===== config.mk =====
export PLATFORM = sky130hd
export DESIGN_NAME = output_driver_volume_control
export DESIGN_NICKNAME = d
export VERILOG_FILES = /design/src/volume_ctl_pkg.sv /design/src/vol_step_if.sv /design/src/output_driver_volume_control.sv /design/src/vol_stepper.sv
export SDC_FILE = /design/constraint.sdc
export NUM_CORES = 1
export LEC_CHECK = 0
export BUFFER_PORTS_ARGS = -buffer_cell sky130_fd_sc_hd__buf_2
export CORE_MARGIN = 2
export CORE_UTILIZATION = 62
export DETAILED_ROUTE_END_ITERATION = 6
export GPL_ROUTABILITY_DRIVEN = 0
export PLACE_DENSITY = 0.85
export REMOVE_ABC_BUFFERS = 1
export SYNTH_ARGS = -nofsm -noshare
export SYNTH_HDL_FRONTEND = slang
export SYNTH_SLANG_ARGS = --single-unit

===== constraint.sdc =====
create_clock -name core_clk -period 6.4 [get_ports core_clk]
set_clock_uncertainty 0.2 [all_clocks]
set_input_delay 0.96 -clock core_clk [delete_from_list [all_inputs] [get_ports core_clk]]
set_output_delay 0.96 -clock core_clk [all_outputs]
set_load 0.005 [all_outputs]

===== src/volume_ctl_pkg.sv =====
// Purpose: shared constants for the output driver volume control block
// Assumes: 25 MHz core clock, page 1 register offsets as byte addresses
// Notes: index 0 of any per-channel vector is left, index 1 is right
// Functional notes
// - codes 117 to 127 give deepest attenuation
// - mute when amp feed off and code 7f
// - two-bit setting picks soft-step interval
// - routing bits 6 and 2 connect dac channels
// - speaker volume codes from registers 38, 39
// - speaker amp fed only when bit 7 set
// - binary 11 in bits 2:1 selects lineout
// - bits 4:3 pick four common-mode levels
// - bits 7 and 6 power headphone drivers
// - gain bits 6:3, mute bit 2 per driver
// - short detection always active, never disabled
// - bit 1 picks current limit or shutdown
// - short disables output, sets read-only bit 0
// - shutdown mode clears the shorted driver power bit
// - restart by master reset or power bit set
// - restarted driver shuts again if short persists
`default_nettype none

package volume_ctl_pkg;
  // register offsets on page 1
  localparam logic [7:0] HP_PWR_FAULT_OFS = 8'h1f;
  localparam logic [7:0] DAC_ROUTE_OFS = 8'h23;
  localparam logic [7:0] SPK_VOL_L_OFS = 8'h26;
  localparam logic [7:0] SPK_VOL_R_OFS = 8'h27;
  localparam logic [7:0] HP_GAIN_L_OFS = 8'h28;
  localparam logic [7:0] HP_GAIN_R_OFS = 8'h29;
  localparam logic [7:0] HP_DRV_CFG_OFS = 8'h2c;
  // headphone power and fault fields
  localparam int HP_PWR_L_POS = 7;
  localparam int HP_PWR_R_POS = 6;
  localparam int HP_CM_LSB = 3;
  localparam int HP_SD_MODE_POS = 1;
  localparam int HP_FAULT_POS = 0;
  // routing fields
  localparam int ROUTE_L_POS = 6;
  localparam int ROUTE_R_POS = 2;
  // speaker volume fields
  localparam int SPK_FEED_POS = 7;
  // headphone gain fields
  localparam int HP_GAIN_LSB = 3;
  localparam int HP_MUTE_POS = 2;
  // drive configuration field
  localparam int DRV_MODE_LSB = 1;
  localparam logic [1:0] DRV_LINEOUT = 2'h3;
  // volume codes
  localparam logic [6:0] VOL_FLOOR_CODE = 7'h75;
  localparam logic [6:0] VOL_MUTE_CODE = 7'h7f;
  // reset values
  localparam logic [7:0] REG_RESET = 8'h00;
  // soft-step timing
  localparam int CLK_PERIOD_NS = 40;
  localparam int STEP_TIME_NS = 20000;
  localparam int STEP_CYCLES = (STEP_TIME_NS + CLK_PERIOD_NS - 1) / CLK_PERIOD_NS;
  // soft-step setting codes
  typedef enum logic [1:0] {
    STEP_X1 = 2'h0,
    STEP_X2 = 2'h1,
    STEP_OFF_A = 2'h2,
    STEP_OFF_B = 2'h3
  } step_sel_t;
endpackage : volume_ctl_pkg

`default_nettype wire

===== src/vol_step_if.sv =====
// Purpose: carries one channel's soft-step request and applied code
// Assumes: one clock domain
// Notes: ctrl side drives target and timing, stepper returns the code
`default_nettype none

interface vol_step_if;
  logic [6:0] target; // code written by host
  logic stepTick; // one-cycle pulse, step allowed
  logic immediate; // soft-stepping switched off
  logic [6:0] applied; // code the analog stage sees
  modport ctrl (output target, output stepTick, output immediate, input applied);
  modport stepper (input target, input stepTick, input immediate, output applied);
endinterface : vol_step_if

`default_nettype wire


===== src/output_driver_volume_control.sv =====
// Purpose: register bank and control logic for the analog output stage
// Assumes: register port and short inputs synchronous to core_clk
// Notes: register reads return one cycle after the address is presented
`default_nettype none

module output_driver_volume_control #(
  parameter int STEP_PERIOD = volume_ctl_pkg::STEP_CYCLES
) (
  input wire logic core_clk,
  input wire logic rstn,
  input wire logic swReset,
  input wire logic [7:0] regAddr,
  input wire logic [7:0] regWrData,
  input wire logic regWrEn,
  output logic [7:0] regRdData,
  input wire logic [1:0] softStepSel,
  input wire logic [1:0] hpShort,
  output logic [1:0] dacToVol,
  output logic [1:0] spkFeed,
  output logic [1:0] volMute,
  output logic [13:0] volAtten,
  output logic [1:0] hpDriveOn,
  output logic [1:0] hpCurrentLimit,
  output logic [7:0] hpGain,
  output logic [1:0] hpMute,
  output logic [1:0] commonModeSel,
  output logic lineoutMode
);
  import volume_ctl_pkg::*;

  // host-visible storage
  logic [1:0] hpPwr_q; // driver power bits, 0 left
  logic [1:0] cmSel_q; // common-mode level select
  logic sdMode_q; // 1 shutdown, 0 current limit
  logic fault_q; // read-only short flag
  logic [1:0] route_q; // dac to volume stage
  logic [7:0] spkVol_q [2]; // speaker volume registers
  logic [4:0] hpGainReg_q [2]; // gain and mute bits
  logic [1:0] drvCfg_q; // drive mode field

  // write strobes
  logic wrHpPwr;
  logic wrRoute;
  logic wrDrv;
  logic [1:0] wrSpk;
  logic [1:0] wrHpGain;

  // soft-step timing
  logic [15:0] stepCnt_q; // interval counter
  logic baseTick_q; // end of one interval
  logic halfDiv_q; // halves the rate for x2
  logic stepTick; // pulse to both steppers
  logic immediate; // stepping disabled

  // per-channel applied codes from the steppers
  logic [6:0] applied [2];

  // output flops
  logic [1:0] dacToVol_q;
  logic [1:0] spkFeed_q;
  logic [1:0] volMute_q;
  logic [13:0] volAtten_q;
  logic [1:0] hpDriveOn_q;
  logic [1:0] hpLimit_q;
  logic [7:0] hpGain_q;
  logic [1:0] hpMute_q;
  logic [1:0] cmOut_q;
  logic lineout_q;
  logic [7:0] regRdData_q;
  logic [7:0] rdMux_d;

  assign wrHpPwr = regWrEn && regAddr == HP_PWR_FAULT_OFS;
  assign wrRoute = regWrEn && regAddr == DAC_ROUTE_OFS;
  assign wrDrv = regWrEn && regAddr == HP_DRV_CFG_OFS;
  assign wrSpk[0] = regWrEn && regAddr == SPK_VOL_L_OFS;
  assign wrSpk[1] = regWrEn && regAddr == SPK_VOL_R_OFS;
  assign wrHpGain[0] = regWrEn && regAddr == HP_GAIN_L_OFS;
  assign wrHpGain[1] = regWrEn && regAddr == HP_GAIN_R_OFS;

  // driver power bits: a shutdown-mode short clears them
  // hardware clear wins, so a reset against a live short fails again
  always_ff @(posedge core_clk or negedge rstn) begin
    if (!rstn) begin
      hpPwr_q <= 2'h0;
    end else if (swReset) begin
      hpPwr_q <= 2'h0;
    end else begin
      for (int ch = 0; ch < 2; ch++) begin
        if (sdMode_q && hpShort[ch]) begin
          hpPwr_q[ch] <= 1'b0;
        end else if (wrHpPwr) begin
          // power-stage reset keeps other settings
          hpPwr_q[ch] <= regWrData[ch == 0 ? HP_PWR_L_POS : HP_PWR_R_POS];
        end
      end
    end
  end

  // common-mode and short response mode
  always_ff @(posedge core_clk or negedge rstn) begin
    if (!rstn) begin
      cmSel_q <= 2'h0;
      sdMode_q <= 1'b0;
    end else if (swReset) begin
      cmSel_q <= 2'h0;
      sdMode_q <= 1'b0;
    end else if (wrHpPwr) begin
      cmSel_q <= regWrData[HP_CM_LSB +: 2];
      sdMode_q <= regWrData[HP_SD_MODE_POS];
    end
  end

  // fault flag follows detection; detection has no enable
  always_ff @(posedge core_clk or negedge rstn) begin
    if (!rstn) begin
      fault_q <= 1'b0;
    end else begin
      fault_q <= |hpShort;
    end
  end

  // routing and drive configuration
  always_ff @(posedge core_clk or negedge rstn) begin
    if (!rstn) begin
      route_q <= 2'h0;
      drvCfg_q <= 2'h0;
    end else if (swReset) begin
      route_q <= 2'h0;
      drvCfg_q <= 2'h0;
    end else begin
      if (wrRoute) begin
        route_q <= {regWrData[ROUTE_R_POS], regWrData[ROUTE_L_POS]};
      end
      if (wrDrv) begin
        drvCfg_q <= regWrData[DRV_MODE_LSB +: 2];
      end
    end
  end

  // per-channel volume and gain registers
  always_ff @(posedge core_clk or negedge rstn) begin
    if (!rstn) begin
      for (int ch = 0; ch < 2; ch++) begin
        spkVol_q[ch] <= REG_RESET;
        hpGainReg_q[ch] <= 5'h00;
      end
    end else if (swReset) begin
      for (int ch = 0; ch < 2; ch++) begin
        spkVol_q[ch] <= REG_RESET;
        hpGainReg_q[ch] <= 5'h00;
      end
    end else begin
      for (int ch = 0; ch < 2; ch++) begin
        if (wrSpk[ch]) begin
          spkVol_q[ch] <= regWrData;
        end
        if (wrHpGain[ch]) begin
          hpGainReg_q[ch] <= regWrData[HP_MUTE_POS +: 5];
        end
      end
    end
  end

  // interval counter shared by both channels
  always_ff @(posedge core_clk or negedge rstn) begin
    if (!rstn) begin
      stepCnt_q <= 16'h0000;
      baseTick_q <= 1'b0;
    end else if (stepCnt_q == 16'(STEP_PERIOD - 1)) begin
      stepCnt_q <= 16'h0000;
      baseTick_q <= 1'b1;
    end else begin
      stepCnt_q <= stepCnt_q + 16'h0001;
      baseTick_q <= 1'b0;
    end
  end

  // divider for the slow stepping rate
  always_ff @(posedge core_clk or negedge rstn) begin
    if (!rstn) begin
      halfDiv_q <= 1'b0;
    end else if (baseTick_q) begin
      halfDiv_q <= ~halfDiv_q;
    end
  end

  // the setting picks the interval or turns stepping off
  always_comb begin
    stepTick = 1'b0;
    immediate = 1'b0;
    unique case (step_sel_t'(softStepSel))
      STEP_X1: stepTick = baseTick_q;
      STEP_X2: stepTick = baseTick_q && halfDiv_q;
      STEP_OFF_A, STEP_OFF_B: immediate = 1'b1;
    endcase
  end

  // one stepper per speaker volume stage
  for (genvar ch = 0; ch < 2; ch++) begin : g_chan
    vol_step_if stepBus ();
    assign stepBus.target = spkVol_q[ch][6:0];
    assign stepBus.stepTick = stepTick;
    assign stepBus.immediate = immediate;
    assign applied[ch] = stepBus.applied;
    vol_stepper u_step (
      .core_clk(core_clk),
      .rstn(rstn),
      .bus(stepBus)
    );
  end

  // analog-facing outputs, all registered
  always_ff @(posedge core_clk or negedge rstn) begin
    if (!rstn) begin
      dacToVol_q <= 2'h0;
      spkFeed_q <= 2'h0;
      volMute_q <= 2'h0;
      volAtten_q <= 14'h0000;
      hpGain_q <= 8'h00;
      hpMute_q <= 2'h0;
    end else begin
      dacToVol_q <= route_q;
      for (int ch = 0; ch < 2; ch++) begin
        spkFeed_q[ch] <= spkVol_q[ch][SPK_FEED_POS];
        // mute only with the feed bit clear and all-ones code
        volMute_q[ch] <= !spkVol_q[ch][SPK_FEED_POS]
          && spkVol_q[ch][6:0] == VOL_MUTE_CODE;
        // deepest codes share one attenuation step
        volAtten_q[ch*7 +: 7] <= (applied[ch] > VOL_FLOOR_CODE) ?
          VOL_FLOOR_CODE : applied[ch];
        hpGain_q[ch*4 +: 4] <= hpGainReg_q[ch][4:1];
        hpMute_q[ch] <= hpGainReg_q[ch][0];
      end
    end
  end

  // driver enables and short response
  always_ff @(posedge core_clk or negedge rstn) begin
    if (!rstn) begin
      hpDriveOn_q <= 2'h0;
      hpLimit_q <= 2'h0;
    end else begin
      for (int ch = 0; ch < 2; ch++) begin
        // a short always takes the output off the load
        hpDriveOn_q[ch] <= hpPwr_q[ch] && !hpShort[ch];
        // limit mode keeps the bit set and clamps current
        hpLimit_q[ch] <= hpPwr_q[ch] && hpShort[ch] && !sdMode_q;
      end
    end
  end

  // global analog settings
  always_ff @(posedge core_clk or negedge rstn) begin
    if (!rstn) begin
      cmOut_q <= 2'h0;
      lineout_q <= 1'b0;
    end else begin
      cmOut_q <= cmSel_q;
      lineout_q <= drvCfg_q == DRV_LINEOUT;
    end
  end

  // read multiplexer, unmapped addresses read zero
  always_comb begin
    rdMux_d = 8'h00;
    unique case (regAddr)
      HP_PWR_FAULT_OFS: begin
        rdMux_d[HP_PWR_L_POS] = hpPwr_q[0];
        rdMux_d[HP_PWR_R_POS] = hpPwr_q[1];
        rdMux_d[HP_CM_LSB +: 2] = cmSel_q;
        rdMux_d[HP_SD_MODE_POS] = sdMode_q;
        rdMux_d[HP_FAULT_POS] = fault_q;
      end
      DAC_ROUTE_OFS: begin
        rdMux_d[ROUTE_L_POS] = route_q[0];
        rdMux_d[ROUTE_R_POS] = route_q[1];
      end
      SPK_VOL_L_OFS: rdMux_d = spkVol_q[0];
      SPK_VOL_R_OFS: rdMux_d = spkVol_q[1];
      HP_GAIN_L_OFS: rdMux_d[HP_MUTE_POS +: 5] = hpGainReg_q[0];
      HP_GAIN_R_OFS: rdMux_d[HP_MUTE_POS +: 5] = hpGainReg_q[1];
      HP_DRV_CFG_OFS: rdMux_d[DRV_MODE_LSB +: 2] = drvCfg_q;
      default: rdMux_d = 8'h00;
    endcase
  end

  // registered read data
  always_ff @(posedge core_clk or negedge rstn) begin
    if (!rstn) begin
      regRdData_q <= 8'h00;
    end else begin
      regRdData_q <= rdMux_d;
    end
  end

  assign regRdData = regRdData_q;
  assign dacToVol = dacToVol_q;
  assign spkFeed = spkFeed_q;
  assign volMute = volMute_q;
  assign volAtten = volAtten_q;
  assign hpDriveOn = hpDriveOn_q;
  assign hpCurrentLimit = hpLimit_q;
  assign hpGain = hpGain_q;
  assign hpMute = hpMute_q;
  assign commonModeSel = cmOut_q;
  assign lineoutMode = lineout_q;
endmodule : output_driver_volume_control

`default_nettype wire


===== src/vol_stepper.sv =====
// Purpose: soft-steps one channel's applied volume code toward its target
// Assumes: stepTick is a single-cycle pulse
// Notes: immediate mode jumps straight to the target
`default_nettype none

module vol_stepper (
  input wire logic core_clk,
  input wire logic rstn,
  vol_step_if.stepper bus
);
  import volume_ctl_pkg::*;

  logic [6:0] applied_q; // code in effect now

  // one code per tick, never overshoots
  always_ff @(posedge core_clk or negedge rstn) begin
    if (!rstn) begin
      applied_q <= 7'h00;
    end else if (bus.immediate) begin
      applied_q <= bus.target;
    end else if (bus.stepTick) begin
      if (applied_q < bus.target) begin
        applied_q <= applied_q + 7'h01;
      end else if (applied_q > bus.target) begin
        applied_q <= applied_q - 7'h01;
      end
    end
  end

  assign bus.applied = applied_q;
endmodule : vol_stepper

`default_nettype wire


==> impl_results.md <==
* Worst hold slack at 0.194 ns
* RSZ-0062 raised after global routing: no
* Final Hold Viols at 0
* Total GRT Usage at 0.289
* Multi-input gate area at about 2400 um2
* Hold-fix buffer count after cts at 0
* Worst path slowest cell: fa_1
* CTS Root Buffer Type: clkbuf_8
* Via-per-instance ratio at between 6 and 7
* Synth area leader: dfrtp_1
* Max Cap Viol at 0
* Min-Delay Path Class: reg -> reg
* Die Width at slightly below 100 um
* Max H-tree Level at 4
* Fmax at 0.291 GHz
* Die area at around 9500 um2
* Clock-pin slew on the worst setup and hold paths at roughly 0.060 ns
* Final worst-path cycle share at 0.538
* Avg Synthesized Cell Area at about 10 um2
* Total detailed-routing wirelength at 13000 um
* Vias in the first global route at approximately 4500
* Synthesized flop and latch total at between 100 and 150
* Cells after synthesis at 530
* Reg area at around 2800 um2
* Clock Latency Late Sink at just over 0.5 ns
* Setup TNS at 0 ns
* Post-cts resize count at 0
* Design area at roughly 6400 um2
* Area share of fa/ha/maj cells after synthesis at 0.0651
* Unique masters post-synth at 52
* CP max stage delay at around 0.45 ns
* Top-area cell type share of the netlist area at 0.521
* Fill count at ~560
* Number of flops mapped to enable cells by yosys at 0
* Failing checks: design-rule violations
* FP Rows at 34
* Status: finished, violations left
* Count of input and output buffers at between 60 and 70
* Layout cells sized above 1 at 0.199
* Dpl hpwl at just under 9000 um
* Drt first pass iters at 7
* CP Capture Type: flop
* Antenna viol nets, final at 0
* TritonCTS buffer count at 17
* Total grt overflow at 0
* Cell area power density at between 400 and 500 nW/um2
* Final setup fails at 0
* Wire per inst at 18.2 um
* Initial core utilization at 0.631
* Fin. max-slew vios at 0
* Compound-cell area share of the yosys netlist at 0.126
* Sequential share of the synthesized area at 0.521
* Most used flip-flop cell after synthesis: dfrtp_1
* Routed vias at ~4400
* Final Util at 0.750
* Worst Path Max Fanout at 6
* Worst IR Drop VDD at ~0.37 mV
* Placeable Area at 8590 um2
* Die Y at 97.5 um
* Main combinational cell family by area after synthesis: simple AND/OR/NAND/NOR gates
* Post-synthesis mux area share at 0.0390
* CTS tree: built
* Crit path DAT at ~3.6 ns
* Placed cell area at about 6000 um2
* Synth async-reset ratio at 1.00
* Cell Area, Synth at around 5400 um2
* Pre-CTS WS at 3.00 ns
* Max-slew headroom at 0.393
* DRC at 1
* CTS Sinks at approximately 110
* Worst EP required at ~6.6 ns
* Simple-gate share of the synthesized area at 0.184
* Min Tclk post-route at 3.44 ns
* Largest net degree at the start of global routing at between 70 and 80
* Setup Buffers After CTS at 0
* Initial DRC count at 386
* Delay-heaviest family, CP: compound AO/OA/AOI/OAI gates
* Post-Synth XOR/XNOR Area at 0.0339
* Clock Tree Buf Depth at 2
* CP bufs+invs at 1
* Area contributors post-synth: dfrtp_1 52%, ha_1 5.8%, nand2_1 4.8%
* Worst path cell trace: inv_1 > ha_1 > a21oi_1 > o21ai_0 > or2_2 > fa_1 > a211oi_1 > o21a_1 > nor4_1 > o2111a_1 > a2111o_1
* Area delta synth->final at 18.8%
* Antenna violations before repair at 0
* CP Class: reg -> reg
* First-pass GRT wire length at ~22000 um
* Startpoint types: flop
* # diodes at 0
* Commonest non-fill, non-tap cell in the layout: dfrtp_1
* Commonest cells after routing, fill and taps aside: 113 x dfrtp_1, 69 x nand2_1, 67 x buf_2
* Ys Warns at 0
* Post-route setup slack at a little under 3 ns
* Reg2reg setup slack at between 2 and 3 ns
* I/O pins at 69
* Leakage at 3.10 nW
* Worst-Margin Slew at around 0.9 ns
* Final net count at 647
[registers in the layout, indices dropped and copies added, names as in the netlist, 2 cells and up]
register                   cells
hpMute                         2
dacToVol                       2
spkFeed                        2
drvCfg_q                       2
volAtten                      14
spkVol_q                       2
stepCnt_q                     16
g_chan.u_step.bus.applied     14
regRdData                      8
commonModeSel                  2
cmSel_q                        2
route_q                        2
hpGainReg_q                   10
volMute                        2
hpCurrentLimit                 2
hpGain                         8
hpDriveOn                      2
g_chan.stepBus.target         14
hpPwr_q                        2
[per-layer routing]
layer / GRT usage / vias to the layer above / part of all wire
met5: 0 / - / 0
met2: 0.473 / 228 / 0.48
met3: 0.0856 / 56 / 0.085
li1: - / 2011 / -
met1: 0.355 / 2132 / 0.39
met4: 0.132 / 0 / 0.037
[final cells by class]
cell class,count,share of cell area
Timing Repair Buffer,71,0.0567
Tap cell,108,0.0210
Inverter,18,0.0105
Clock buffer,22,0.0718
Multi-Input combinational cell,375,0.377
Clock inverter,10,0.0243
Sequential cell,113,0.439
[logic make-up (layout without fill, tap and decap cells)]
family | after synthesis | in the layout
buffers and inverters | 42 | 121
adder cells (fa/ha/maj) | 27 | 27
XOR/XNOR | 21 | 21
multiplexers | 20 | 20
AO/OA/AOI/OAI | 108 | 108
AND/OR/NAND/NOR | 199 | 199
flip-flops | 113 | 113
[synth_stat cells (3+ instances only)]
library cell / n
a221oi_1: 5
and3_1: 8
buf_1: 3
nor3b_1: 3
mux2i_1: 11
nand4_1: 8
inv_1: 18
nor3_1: 5
ha_1: 25
nand4b_1: 3
xor2_1: 11
a21o_1: 5
a31oi_1: 4
nor2b_1: 7
clkbuf_1: 17
or2_2: 5
o21ai_0: 21
a21oi_1: 43
and2_1: 6
a32oi_1: 3
dfrtp_1: 113
nand3_1: 27
buf_2: 3
nor2_1: 37
nor4_1: 5
nand3b_1: 5
xnor2_1: 10
nand2_1: 69
a22oi_1: 8
mux2_2: 9
[per-stage QoR]
stage               instances  total power [mW]
detailed placement        685              1.73
floorplan                 506              1.50
global route              717              2.88
finish                    717              2.72
global placement          685              1.68
CTS                       717              2.72
[where the power goes]
part / internal [mW] / switching [mW]
combinational: 0.407 / 0.483
sequential: 0.788 / 0.0702
clock: 0.660 / 0.315
[worst register-to-register path, cell delays in order, from the launching register on]
cell and delay, ns:
dfrtp_1 0.42, inv_1 0.06, ha_1 0.32, a21oi_1 0.14
o21ai_0 0.17, or2_2 0.41, fa_1 0.45, a211oi_1 0.26
o21a_1 0.20, nor4_1 0.08, o2111a_1 0.26, a2111o_1 0.35
[final timing paths]
| check | from | end | cells after the start |
|---|---|---|---|
| setup / recovery | g_chan[0].stepBus.target[6] | g_chan[0].u_step.bus.applied[6] | 11 |
| hold / removal | hpGainReg_q[2] | hpGain[5] | 0 |
| setup reg to reg | g_chan[0].stepBus.target[6] | g_chan[0].u_step.bus.applied[6] | 11 |
| hold reg to reg | hpGainReg_q[2] | hpGain[5] | 0 |
| max in group asynchronous | rstn | g_chan[0].u_step.bus.applied[0] | 2 |
| min in group asynchronous | rstn | stepCnt_q[12] | 1 |
No activity file was read; power rests on OpenSTA's default activity.
